===== src/shared/csi2c_pkg.sv =====
// constants, state type and bus codes shared by the register-access slave
// Function
// - a read sends the register selected by the pointer, then awaits master ack
// - master ack on a read byte advances the pointer and sends the next register
// - master nack on a read returns to idle without moving the pointer
// - the pointer itself is never readable; reads always return register contents
// - reads past the valid range keep sending contents until nack, start or stop
// - a stop ending a read sets the pointer back to the status location
// - writes to an invalid location are dropped but still acknowledged
// - first write byte after the address is the pointer, loaded and acknowledged
// - after the pointer byte accept stop, restart or data; stop clears the pointer
// - each data byte is stored at the pointer, acknowledged, pointer incremented
// - a repeated start is handled exactly like a first start
// - pointer byte 0xBF is a reset command that reloads all default values
// - no acknowledge to any transfer during the roughly 2 ms default upload
// - the general call address is acknowledged and its command byte received
// - general call command 0x06 performs a full reset with the upload window
// - any other general call command byte is not acknowledged
// - stop is a rising data line while the clock line is high
// - respond to address byte 0x90 for writes and 0x91 for reads
package csi2c_pkg;

    // bus codes
    localparam logic [6:0] SLAVE_ADDR = 7'h48;
    localparam logic [6:0] GC_ADDR = 7'h00;
    localparam logic [7:0] CMD_SOFT_RESET = 8'hBF;
    localparam logic [7:0] GC_CMD_RESET = 8'h06;
    localparam logic [7:0] PTR_RESET = 8'h00;

    // idle levels of the bus lines after reset
    localparam logic SCL_IDLE = 1'b1;
    localparam logic SDA_IDLE = 1'b1;

    // default upload window
    localparam int UPLOAD_TIME_US = 2000;
    localparam int CLK_FREQ_MHZ = 50;
    localparam int UPLOAD_CYCLES = UPLOAD_TIME_US * CLK_FREQ_MHZ;
    localparam int UPLOAD_CNT_W = 17;

    // slave protocol states
    typedef enum logic [3:0] {
        ST_IDLE,
        ST_ADDR,
        ST_PTR,
        ST_WDATA,
        ST_GCMD,
        ST_ACK_PEND,
        ST_ACK,
        ST_TX,
        ST_RACK,
        ST_RACK_NEXT,
        ST_UPLOAD
    } csi2c_state_type;

endpackage : csi2c_pkg


===== src/rtl/csi2c_cond_det.sv =====
// bus condition and clock edge detector for the register-access slave
`timescale 1ns/1ps
module csi2c_cond_det
    import csi2c_pkg::*;
(
    // clock and reset
    input wire logic mclk,
    input wire logic rst_b,
    // bus lines
    input wire logic scl_in,
    input wire logic sda_in,
    // events
    output logic start_det,
    output logic stop_det,
    output logic scl_rise,
    output logic scl_fall
);

    typedef struct packed {
        logic scl;
        logic sda;
    } csi2c_det_type;

    csi2c_det_type cur;
    csi2c_det_type next_cur;

    // previous line levels
    always_comb begin
        next_cur = cur;
        next_cur.scl = scl_in;
        next_cur.sda = sda_in;
    end

    always_ff @(posedge mclk or negedge rst_b) begin
        if (!rst_b) begin
            cur.scl <= SCL_IDLE;
            cur.sda <= SDA_IDLE;
        end else begin
            cur <= next_cur;
        end
    end

    // data edges while the clock stays high mark start and stop
    assign start_det = cur.scl && scl_in && cur.sda && !sda_in;
    assign stop_det = cur.scl && scl_in && !cur.sda && sda_in;
    assign scl_rise = !cur.scl && scl_in;
    assign scl_fall = cur.scl && !scl_in;

endmodule : csi2c_cond_det


===== src/rtl/csi2c_slave.sv =====
// two-wire slave giving a bus master access to the internal register set
`timescale 1ns/1ps
module csi2c_slave
    import csi2c_pkg::*;
#(
    parameter int UPLOAD_LEN = UPLOAD_CYCLES
) (
    // clock and reset
    input wire logic mclk,
    input wire logic rst_b,
    // bus pins, sda is open drain
    input wire logic scl_in,
    input wire logic sda_in,
    output logic sda_out,
    output logic sda_oe,
    // internal register file access
    output logic [7:0] reg_addr,
    output logic [7:0] reg_wdata,
    output logic reg_we,
    input wire logic [7:0] reg_rdata,
    input wire logic reg_valid,
    // default reload
    output logic defaults_load,
    output logic upload_busy
);

    typedef struct packed {
        csi2c_state_type state;
        csi2c_state_type after;
        logic [2:0] bitcnt;
        logic [7:0] shreg;
        logic [7:0] ptr;
        logic drive;
        logic ack_ok;
        logic addressed;
        logic we;
        logic [7:0] wdata;
        logic load;
        logic [UPLOAD_CNT_W-1:0] cnt;
    } csi2c_slv_type;

    localparam logic [UPLOAD_CNT_W-1:0] UPLOAD_LAST = UPLOAD_CNT_W'(UPLOAD_LEN - 1);

    csi2c_slv_type cur;
    csi2c_slv_type next_cur;
    logic start_det;
    logic stop_det;
    logic scl_rise;
    logic scl_fall;
    logic [7:0] rx_byte;

    ////////////////////////////////////////////////////////////////////////
    // line conditions

    csi2c_cond_det u_det (
        .mclk(mclk),
        .rst_b(rst_b),
        .scl_in(scl_in),
        .sda_in(sda_in),
        .start_det(start_det),
        .stop_det(stop_det),
        .scl_rise(scl_rise),
        .scl_fall(scl_fall)
    );

    // byte as it completes on the eighth rising clock
    assign rx_byte = {cur.shreg[6:0], sda_in};

    ////////////////////////////////////////////////////////////////////////
    // protocol state machine

    always_comb begin
        next_cur = cur;
        next_cur.we = 1'b0;
        next_cur.load = 1'b0;
        if (cur.state == ST_UPLOAD) begin
            // bus ignored entirely while defaults reload
            next_cur.drive = 1'b0;
            next_cur.cnt = cur.cnt + 1'b1;
            if (cur.cnt == UPLOAD_LAST) begin
                next_cur.state = ST_IDLE;
                next_cur.ptr = PTR_RESET;
                next_cur.addressed = 1'b0;
            end
        end else if (start_det) begin
            // restart behaves like the first start
            next_cur.state = ST_ADDR;
            next_cur.bitcnt = 3'h0;
            next_cur.drive = 1'b0;
        end else if (stop_det) begin
            next_cur.state = ST_IDLE;
            next_cur.drive = 1'b0;
            if (cur.addressed) begin
                // pointer back to status after reads and after writes
                next_cur.ptr = PTR_RESET;
            end
            next_cur.addressed = 1'b0;
        end else begin
            case (cur.state)
                ST_IDLE: begin
                    next_cur.drive = 1'b0;
                end
                ST_ADDR, ST_PTR, ST_WDATA, ST_GCMD: begin
                    if (scl_rise) begin
                        next_cur.shreg = rx_byte;
                        next_cur.bitcnt = cur.bitcnt + 3'h1;
                        if (cur.bitcnt == 3'h7) begin
                            next_cur.state = ST_ACK_PEND;
                            next_cur.ack_ok = 1'b1;
                            case (cur.state)
                                ST_ADDR: begin
                                    if (rx_byte[7:1] == SLAVE_ADDR) begin
                                        next_cur.addressed = 1'b1;
                                        next_cur.after = rx_byte[0] ? ST_TX : ST_PTR;
                                    end else if (rx_byte == {GC_ADDR, 1'b0}) begin
                                        next_cur.after = ST_GCMD;
                                    end else begin
                                        next_cur.state = ST_IDLE;
                                        next_cur.ack_ok = 1'b0;
                                    end
                                end
                                ST_PTR: begin
                                    next_cur.ptr = rx_byte;
                                    if (rx_byte == CMD_SOFT_RESET) begin
                                        next_cur.after = ST_UPLOAD;
                                    end else begin
                                        next_cur.after = ST_WDATA;
                                    end
                                end
                                ST_WDATA: begin
                                    // invalid locations are dropped yet acked
                                    next_cur.we = reg_valid;
                                    next_cur.wdata = rx_byte;
                                    next_cur.ptr = cur.ptr + 8'h01;
                                    next_cur.after = ST_WDATA;
                                end
                                default: begin
                                    if (rx_byte == GC_CMD_RESET) begin
                                        next_cur.after = ST_UPLOAD;
                                    end else begin
                                        next_cur.state = ST_IDLE;
                                        next_cur.ack_ok = 1'b0;
                                    end
                                end
                            endcase
                        end
                    end
                end
                ST_ACK_PEND: begin
                    // pull data low through the ninth clock
                    if (scl_fall) begin
                        next_cur.drive = cur.ack_ok;
                        next_cur.state = ST_ACK;
                    end
                end
                ST_ACK: begin
                    if (scl_fall) begin
                        next_cur.drive = 1'b0;
                        next_cur.bitcnt = 3'h0;
                        next_cur.state = cur.after;
                        if (cur.after == ST_TX) begin
                            // register contents, never the pointer itself
                            next_cur.shreg = reg_rdata;
                            next_cur.drive = !reg_rdata[7];
                        end else if (cur.after == ST_UPLOAD) begin
                            next_cur.load = 1'b1;
                            next_cur.cnt = '0;
                        end
                    end
                end
                ST_TX: begin
                    if (scl_fall) begin
                        next_cur.bitcnt = cur.bitcnt + 3'h1;
                        if (cur.bitcnt == 3'h7) begin
                            // release for the master's acknowledge
                            next_cur.drive = 1'b0;
                            next_cur.state = ST_RACK;
                        end else begin
                            next_cur.shreg = {cur.shreg[6:0], 1'b0};
                            next_cur.drive = !cur.shreg[6];
                        end
                    end
                end
                ST_RACK: begin
                    if (scl_rise) begin
                        if (sda_in) begin
                            next_cur.state = ST_IDLE;
                        end else begin
                            // runs on past the map until nack, start or stop
                            next_cur.ptr = cur.ptr + 8'h01;
                            next_cur.state = ST_RACK_NEXT;
                        end
                    end
                end
                ST_RACK_NEXT: begin
                    // reg_rdata has had half a bit time to follow the new pointer
                    if (scl_fall) begin
                        next_cur.shreg = reg_rdata;
                        next_cur.drive = !reg_rdata[7];
                        next_cur.bitcnt = 3'h0;
                        next_cur.state = ST_TX;
                    end
                end
                default: begin
                    next_cur.state = ST_IDLE;
                end
            endcase
        end
    end

    always_ff @(posedge mclk or negedge rst_b) begin
        if (!rst_b) begin
            cur.state <= ST_IDLE;
            cur.after <= ST_IDLE;
            cur.bitcnt <= 3'h0;
            cur.shreg <= 8'h00;
            cur.ptr <= PTR_RESET;
            cur.drive <= 1'b0;
            cur.ack_ok <= 1'b0;
            cur.addressed <= 1'b0;
            cur.we <= 1'b0;
            cur.wdata <= 8'h00;
            cur.load <= 1'b0;
            cur.cnt <= '0;
        end else begin
            cur <= next_cur;
        end
    end

    ////////////////////////////////////////////////////////////////////////
    // outputs

    // open drain: only ever pulls low
    assign sda_out = 1'b0;
    assign sda_oe = cur.drive;
    assign reg_addr = cur.ptr;
    assign reg_wdata = cur.wdata;
    assign reg_we = cur.we;
    assign defaults_load = cur.load;
    assign upload_busy = (cur.state == ST_UPLOAD);

    ////////////////////////////////////////////////////////////////////////
    // checks

    a_upload_silent: assert property (@(posedge mclk) disable iff (!rst_b)
        upload_busy |-> !sda_oe)
        else $error("sda driven during upload");

    a_upload_holds: assert property (@(posedge mclk) disable iff (!rst_b)
        $rose(upload_busy) |-> upload_busy [*8])
        else $error("upload window too short");

    a_load_enters: assert property (@(posedge mclk) disable iff (!rst_b)
        defaults_load |-> upload_busy && $past(cur.state) == ST_ACK)
        else $error("default load outside upload entry");

    a_stop_clears: assert property (@(posedge mclk) disable iff (!rst_b)
        (stop_det && cur.addressed && !upload_busy) |=> reg_addr == PTR_RESET)
        else $error("pointer not reset on stop");

    a_nack_keeps: assert property (@(posedge mclk) disable iff (!rst_b)
        (cur.state == ST_RACK && scl_rise && sda_in && !start_det && !stop_det)
        |=> cur.state == ST_IDLE && reg_addr == $past(reg_addr))
        else $error("nack moved pointer or stayed busy");

    a_ack_advance: assert property (@(posedge mclk) disable iff (!rst_b)
        (cur.state == ST_RACK && scl_rise && !sda_in && !start_det && !stop_det)
        |=> reg_addr == 8'($past(reg_addr) + 8'h01))
        else $error("pointer not advanced on ack");

    a_restart_addr: assert property (@(posedge mclk) disable iff (!rst_b)
        (start_det && !upload_busy) |=> cur.state == ST_ADDR && !sda_oe)
        else $error("start not handled");

    a_write_store: assert property (@(posedge mclk) disable iff (!rst_b)
        (cur.state == ST_WDATA && scl_rise && cur.bitcnt == 3'h7 && !start_det && !stop_det)
        |=> reg_we == $past(reg_valid) && reg_wdata == $past(rx_byte))
        else $error("write byte not stored");

    a_read_msb: assert property (@(posedge mclk) disable iff (!rst_b)
        (cur.state == ST_ACK && scl_fall && cur.after == ST_TX && !start_det && !stop_det)
        |=> sda_oe == !$past(reg_rdata[7]))
        else $error("first read bit wrong");

    // own address byte is claimed and acknowledged
    a_addr_match: assert property (@(posedge mclk) disable iff (!rst_b)
        (cur.state == ST_ADDR && scl_rise && cur.bitcnt == 3'h7 && !start_det && !stop_det
        && rx_byte[7:1] == SLAVE_ADDR) |=> cur.state == ST_ACK_PEND && cur.ack_ok)
        else $error("own address not claimed");

    // all-zero write address leads into command reception
    a_gc_accept: assert property (@(posedge mclk) disable iff (!rst_b)
        (cur.state == ST_ADDR && scl_rise && cur.bitcnt == 3'h7 && !start_det && !stop_det
        && rx_byte == {GC_ADDR, 1'b0}) |=> cur.ack_ok && cur.after == ST_GCMD)
        else $error("general call not accepted");

    // any other command byte leaves the bus alone
    a_gc_refuse: assert property (@(posedge mclk) disable iff (!rst_b)
        (cur.state == ST_GCMD && scl_rise && cur.bitcnt == 3'h7 && !start_det && !stop_det
        && rx_byte != GC_CMD_RESET) |=> cur.state == ST_IDLE && !sda_oe)
        else $error("foreign command acknowledged");

    // a byte for an invalid location is acked but never stored
    a_bad_write_drop: assert property (@(posedge mclk) disable iff (!rst_b)
        (cur.state == ST_WDATA && scl_rise && cur.bitcnt == 3'h7 && !start_det && !stop_det
        && !reg_valid) |=> !reg_we && cur.state == ST_ACK_PEND && cur.ack_ok)
        else $error("invalid write not dropped");

    // end of the reload window frees the bus with the pointer at status
    a_upload_ends: assert property (@(posedge mclk) disable iff (!rst_b)
        (upload_busy && cur.cnt == UPLOAD_LAST) |=> !upload_busy && reg_addr == PTR_RESET)
        else $error("upload did not end cleanly");

endmodule : csi2c_slave


===== config.mk =====
export PLATFORM = sky130hd
export DESIGN_NAME = csi2c_slave
export DESIGN_NICKNAME = d
export VERILOG_FILES = /design/src/shared/csi2c_pkg.sv /design/src/rtl/csi2c_cond_det.sv /design/src/rtl/csi2c_slave.sv
export SDC_FILE = /design/constraint.sdc
export NUM_CORES = 1
export LEC_CHECK = 0
export ABC_AREA = 1
export BUFFER_PORTS_ARGS = -buffer_cell sky130_fd_sc_hd__buf_2
export CAP_MARGIN = 20
export CORE_ASPECT_RATIO = 1.1
export CORE_MARGIN = 10
export CORE_UTILIZATION = 25
export CTS_CLUSTER_SIZE = 20
export DETAILED_ROUTE_END_ITERATION = 10
export PLACE_DENSITY = 0.37
export SLEW_MARGIN = 40
export SYNTH_ARGS = -nofsm -noshare
export SYNTH_HDL_FRONTEND = slang
export SYNTH_SLANG_ARGS = --single-unit

===== constraint.sdc =====
create_clock -name mclk -period 2.18 [get_ports mclk]
set_input_delay 0.109 -clock mclk [delete_from_list [all_inputs] [get_ports mclk]]
set_output_delay 0.109 -clock mclk [all_outputs]
set_load 0.01 [all_outputs]

==> results.py, run 1 <==
metrics = {
    "finish": {
        "antennaDiodeCount": 0,
        "signed_area_change_from_the_synthesized_netlist_to_the_final_layout_pct": 16.8,
        "nets": 552,
        "final_common_cell": "nand2_1",
        "most_used_cells_in_the_layout_excluding_fill_and_tap_cells": "nand2_1, dfrtp_1, inv_1",
        "final.fill_count": 1595,
        "finish.instance_area_mm2": 0.00427,
        "layout-drive-gt1-share_pct": 16.9,
    },
    "detailed_routing": {
        "route.antenna.remaining_nets": 0,
        "num_vias": 3312,
        "routedWlPerCell_um": 14.5,
        "drt-initial-drc-count": 263,
        "detail_route.first_pass.iterations": 4,
        "wl_mm": 10.6,
        "detail_route.drc_violations": 0,
        "drt-vias-per-instance": 4.53,
    },
    "floorplan": {
        "initial_utilization_pct": 25.4,
        "floorplan.rows": 46,
        "design.portCount": 34,
        "die_width_um": 135,
        "dieArea_mm2": 0.0198,
        "fp.dieH_um": 147,
        "placeableCoreArea_mm2": 0.0144,
    },
    "power_and_ir_drop": {
        "switching_share_pct": 25.2,
        "vdd_drop_max_mv": 0.279,
        "power.internal_mw": 1.98,
        "power.share.clock_pct": 48.3,
        "pwr_density_cell_mw_per_mm2": 620,
        "p_seq_share_pct": 43.0,
        "static-leakage-power_nw": 2.15,
        "combinationalPowerShare_pct": 8.7,
        "total_switching_power_mw": 0.667,
    },
    "clocking": {
        "number_of_gates_resized_after_cts": 0,
        "clockRootBuffer": "clkbuf_16",
        "tritoncts": "built",
        "clk_latency_ns": 0.34,
        "clock_edge_transition_at_the_registers_on_the_reported_setup_and_hold_paths_ns": 0.05,
        "htreeDepth": 3,
        "numCtsBuffers": 9,
        "cts-root-to-sink-buffers": 2,
        "clock_sink_count": 58,
    },
    "sta": {
        "grt_setup_unrepaired": "no",
        "finClkSkew_ns": 0.00875,
        "timing.final.setup_violations": 0,
        "relSlewSlack_pct": 56.8,
        "timing.final.hold_violations": 0,
        "tightest_slew_ns": 0.649,
        "period_minus_slack_ns": 1.88,
        "timing.setup.tns_ns": 0,
        "post-route-period-util_pct": 86.0,
        "finalMaxSlewViolations": 0,
        "fmax_mhz": 533,
        "postLayoutSetupSlackWorst_ns": 0.305,
    },
    "grt": {
        "grt_usage_pct": 11.3,
        "grt_start_max_net_pins": 34,
        "grt_pass1_wl_mm": 17.8,
        "grt_remaining_overflow": 0,
        "grt_antenna_before_repair": 0,
        "via_count_of_the_first_global_routing_pass": 3452,
    },
    "hold_path": {
        "min-delay-path-class": "in2reg",
    },
    "synthesis": {
        "synth_nets": 519,
        "synthTopCellsByArea": "dfrtp_1, nand2_1, inv_1",
        "most_frequently_used_flop_master_after_synthesis": "dfrtp_1",
        "seq_area_frac_synth_pct": 39.8,
        "synth_cells": 502,
        "number_of_enable_flip_flop_cells_after_synthesis": 0,
        "synthesis.yosys.warnings": 0,
        "fraction_of_synthesis_flops_using_an_asynchronous_set_or_reset_pin_pct": 100,
        "netlist.top_cell.by_area": "dfrtp_1",
        "synth.lib_cells_used.distinct": 42,
        "syn-cell-area_mm2": 0.00365,
        "post_synthesis_register_bit_count": 58,
        "postSynthAreaPerCell_um2": 7.28,
        "yosys.area.top_type_share_pct": 38.4,
    },
    "flow_run": {
        "drv.max_cap_violation_count": 0,
    },
    "setup_path": {
        "path_max_fanout": 8,
        "critPathRequiredTime_ns": 2.43,
        "kind_of_end_point_of_the_critical_path": "flop",
        "timing.critical_path.arrival_ns": 2.13,
        "timing_worst_setup_path_type": "reg2reg",
        "critPathLaunchType": "flop",
    },
    "outcome": {
        "outcome": "completed",
    },
    "placement": {
        "gp_congestion": 0.869,
        "placed_cell_area_mm2": 0.00397,
        "place.port_buffers": 32,
        "preCtsSetupSlack_ns": 0.286,
        "hpwl_detailed_mm": 8.20,
    },
}
## metrics by stage
step	utilization (%)	std cells	hold slack, ns	power, mW
finish	29.7	731	0.0972	2.64
global route	29.7	731	0.0968	2.81
CTS	29.7	731	0.0739	2.72
detailed placement	27.6	712	0.177	1.39
global placement	27.6	712	0.187	1.38
floorplan	-	502	-0.187	1.30
## cells by family (layout without fill, tap and decap cells)
logic type                 Yosys count  count (layout)  share of synthesized area, %
xor gates and xnor gates             5               5                          1.20
AOI/OAI and AO/OA                   88              88                          14.6
and+or+nand+nor                    266             266                          32.5
adders and majority gates            4               4                          1.37
buffers and inverters               80             117                          10.4
other                                1               1                         0.103
DFF                                 58              58                          39.8
## what timing repair did
item,CTS,global route
buffers inserted,0,0
endpoints found under the setup margin,0,0
hold buffers,4,0
hold endpoints to repair,27,0
## layer usage
| layer | GRT usage [%] | share of wire [%] |
|---|---|---|
| met1 | 13.8 | 47 |
| met2 | 17.6 | 47 |
| met3 | 3.68 | 4.7 |
| met4 | 5.33 | 1.8 |
| met5 | 0 | 0 |
## critical path: stages, from the launching register on
cell and delay (ns):
dfrtp_1 0.37, ha_1 0.16, ha_1 0.18, inv_1 0.08, nor2_1 0.23, inv_1 0.07, a21oi_1 0.16, nand3_1 0.19
inv_2 0.17, o211ai_1 0.11, o21ai_0 0.09
## power groups by stage
stage | logic, mW | clock network (mW) | registers [mW]
after floorplan | 0.151 | 0 | 1.15
after global placement | 0.230 | 0 | 1.15
after detailed placement | 0.231 | 0 | 1.15
after CTS | 0.236 | 1.34 | 1.14
after global routing | 0.269 | 1.40 | 1.14
final | 0.230 | 1.28 | 1.14
## final timing paths
check / startpoint / end / slack, ns / depth (start not counted)
worst max-delay path: cur[46] / cur[51] / 0.30 / 10
worst min-delay path: reg_rdata[1] / cur[39] / 0.1 / 3
worst max register to register: cur[46] / cur[51] / 0.30 / 10
worst min register to register: reg_wdata[4] / reg_wdata[4] / 0.48 / 2
max in group asynchronous: rst_b / u_det.cur[0] / 1.16 / 3
min in group asynchronous: rst_b / reg_wdata[4] / 0.34 / 2
## state kept, by name, indices dropped and copies added (netlist names)
register       count
cur               37
reg_addr           8
reg_wdata          8
u_det.cur          2
defaults_load      1
reg_we             1
sda_oe             1
## final cells by class
type                       count  area, µm²  area share, %
sequential                    58       1450           34.1
clock buffer                  14        254           5.95
timing repair buffer          45        280           6.57
inverter                      57        214           5.01
multi-input combinational    364       1820           42.6
tap                          192        240           5.63
clock inverter                 1       5.00          0.117
## cells in the mapped netlist (2+ instances only)
master,count
o21ai_0,31
ha_1,4
inv_1,48
nand2_2,6
o21ai_2,7
nand4_1,9
nor3_1,12
dfrtp_1,56
nor2_2,5
o31ai_1,2
o22ai_1,4
nor3b_1,3
inv_2,8
buf_2,3
o211ai_1,4
xor2_1,4
nor2_4,4
buf_4,18
nand2_4,2
nand2_1,146
nor2_1,42
nand3_1,32
a22oi_1,6
dfstp_2,2
o21ai_1,10
a21oi_1,18
Note: power is estimated with default switching activity, not from simulation.
==> run 2, diff against run 1 <==
--- a/config.mk
+++ b/config.mk
@@ -7,7 +7,7 @@
 export LEC_CHECK = 0
 export ABC_AREA = 1
 export BUFFER_PORTS_ARGS = -buffer_cell sky130_fd_sc_hd__buf_2
-export CAP_MARGIN = 20
+export CAP_MARGIN = 30
 export CORE_ASPECT_RATIO = 1.1
 export CORE_MARGIN = 10
 export CORE_UTILIZATION = 25
==> constraint.sdc (replaced) <==
create_clock -name mclk -period 2.18 [get_ports mclk]
set_input_delay 0.436 -clock mclk [delete_from_list [all_inputs] [get_ports mclk]]
set_output_delay 0.436 -clock mclk [all_outputs]
set_load 0.01 [all_outputs]
==> results.py, run 2 (synthesis results as in run 1) <==
metrics = {
    "power_and_ir_drop": {
        "p_seq_share_pct": 43.2,
        "total_switching_power_mw": 0.697,
        "static-leakage-power_nw": 2.13,
        "vdd_drop_max_mv": 0.325,
        "pwr_density_cell_mw_per_mm2": 623,
        "power.share.clock_pct": 48.3,
        "power.internal_mw": 1.93,
        "combinationalPowerShare_pct": 8.6,
        "switching_share_pct": 26.5,
    },
    "floorplan": {
        "initial_utilization_pct": 25.4,
        "fp.dieH_um": 147,
        "floorplan.rows": 46,
        "placeableCoreArea_mm2": 0.0144,
        "die_width_um": 135,
        "dieArea_mm2": 0.0198,
        "design.portCount": 34,
    },
    "sta": {
        "post-route-period-util_pct": 94.7,
        "relSlewSlack_pct": 66.0,
        "grt_setup_unrepaired": "no",
        "fmax_mhz": 484,
        "timing.final.hold_violations": 0,
        "period_minus_slack_ns": 2.06,
        "postLayoutSetupSlackWorst_ns": 0.116,
        "tightest_slew_ns": 0.508,
        "timing.setup.tns_ns": 0,
        "finClkSkew_ns": 0.00642,
        "hold_ws_ns": 0.0479,
        "timing.final.setup_violations": 0,
        "finalMaxSlewViolations": 0,
    },
    "grt": {
        "global_route.peak_usage_layer": "met2",
        "grt_use_met1_pct": 13.9,
        "grt_pass1_wl_mm": 17.4,
        "grt_antenna_before_repair": 0,
        "via_count_of_the_first_global_routing_pass": 3355,
        "use_met3_pct": 3.04,
        "grt_remaining_overflow": 0,
        "grt_start_max_net_pins": 42,
        "grt_usage_pct": 10.9,
        "use_met2_pct": 16.8,
    },
    "finish": {
        "largest_register_ff_count": 37,
        "most_used_cells_in_the_layout_excluding_fill_and_tap_cells": "nand2_1, dfrtp_1, inv_1",
        "antennaDiodeCount": 0,
        "layout-drive-gt1-share_pct": 17.6,
        "finish.instance_area_mm2": 0.00422,
        "signed_area_change_from_the_synthesized_netlist_to_the_final_layout_pct": 15.6,
        "nets": 547,
        "final_common_cell": "nand2_1",
        "max_flop_register": "cur",
    },
    "clocking": {
        "clock_edge_transition_at_the_registers_on_the_reported_setup_and_hold_paths_ns": 0.06,
        "numCtsBuffers": 9,
        "clock_sink_count": 58,
        "cts_hold_buf": 0,
        "tritoncts": "built",
        "cts-root-to-sink-buffers": 2,
        "htreeDepth": 3,
        "cts_setup_buffers": 0,
        "clk_latency_ns": 0.33,
        "number_of_gates_resized_after_cts": 0,
        "clockRootBuffer": "clkbuf_16",
    },
    "setup_path": {
        "critPathLaunchType": "flop",
        "timing_worst_setup_path_type": "reg2out",
        "critical_path.reg2reg.endpoint": "reg_addr[6]",
        "critPathRequiredTime_ns": 1.74,
        "kind_of_end_point_of_the_critical_path": "output pin",
        "r2r_start": "cur[46]",
        "reg2reg_depth": 11,
        "path_max_fanout": 16,
        "timing.critical_path.arrival_ns": 1.63,
        "r2r_setup_slack_ns": 0.26,
    },
    "placement": {
        "hpwl_detailed_mm": 8.01,
        "preCtsSetupSlack_ns": 0.252,
        "gp_congestion": 0.882,
        "place.port_buffers": 32,
        "placed_cell_area_mm2": 0.00396,
    },
    "detailed_routing": {
        "route.antenna.remaining_nets": 0,
        "routedWlPerCell_um": 14.4,
        "detail_route.first_pass.iterations": 4,
        "wl_mm": 10.4,
        "num_vias": 3309,
        "detail_route.drc_violations": 0,
        "drt-initial-drc-count": 230,
        "drt-vias-per-instance": 4.56,
    },
    "hold_path": {
        "min-delay-path-class": "in2async",
    },
    "flow_run": {
        "drv.max_cap_violation_count": 0,
    },
    "outcome": {
        "outcome": "completed",
    },
}
## run 2: how the worst max path moves through the flow
stage | end | start | slack [ns] | cells after the start
final | upload_busy | cur[55] | 0.12 | 5
after global routing | upload_busy | cur[55] | 0.01 | 5
after CTS | upload_busy | cur[55] | 0.08 | 5
after detailed placement | reg_addr[6] | cur[46] | 0.25 | 11
after global placement | reg_addr[6] | scl_in | 0.25 | 10
after floorplan | cur[14] | cur[0] | 0.58 | 8
## run 2: worst max-delay path: stages, from the launching register on
cell and delay (ns):
dfrtp_1 0.45, inv_2 0.11, nand2_2 0.09, nor2_4 0.21, buf_4 0.25, buf_2 0.17
## run 2: routing by layer
| layer | share of wire [%] | vias to the layer above |
|---|---|---|
| met2 | 46 | 65 |
| met1 | 47 | 1547 |
| met3 | 4.5 | 15 |
| met5 | 0 | - |
| li1 | - | 1682 |
| met4 | 2.3 | 0 |
## run 2: cell type report
type	count	area, µm²
repair buffers	40	233
flip-flops and latches	58	1450
clock buffers	9	225
fillers	1579	10200
clock inverters	6	35.0
inverters	57	214
well taps	192	240
multi-input cells	364	1820
## run 2: through the flow
| stage | utilization (%) | power (mW) | cells |
|---|---|---|---|
| 6_report | 29.3 | 2.63 | 726 |
| 5_1_grt | 29.3 | 2.77 | 726 |
| 3_3_place_gp | 27.5 | 1.39 | 711 |
| 4_1_cts | 29.3 | 2.69 | 726 |
| 3_5_place_dp | 27.5 | 1.38 | 711 |
| 2_1_floorplan | - | 1.30 | 502 |
## run 2: power by group through the flow
| stage | combinational (mW) | sequential [mW] | clock [mW] |
|---|---|---|---|
| floorplan | 0.151 | 1.15 | 0 |
| global placement | 0.232 | 1.15 | 0 |
| detailed placement | 0.229 | 1.15 | 0 |
| CTS | 0.232 | 1.14 | 1.32 |
| global route | 0.261 | 1.14 | 1.37 |
| finish | 0.225 | 1.14 | 1.27 |
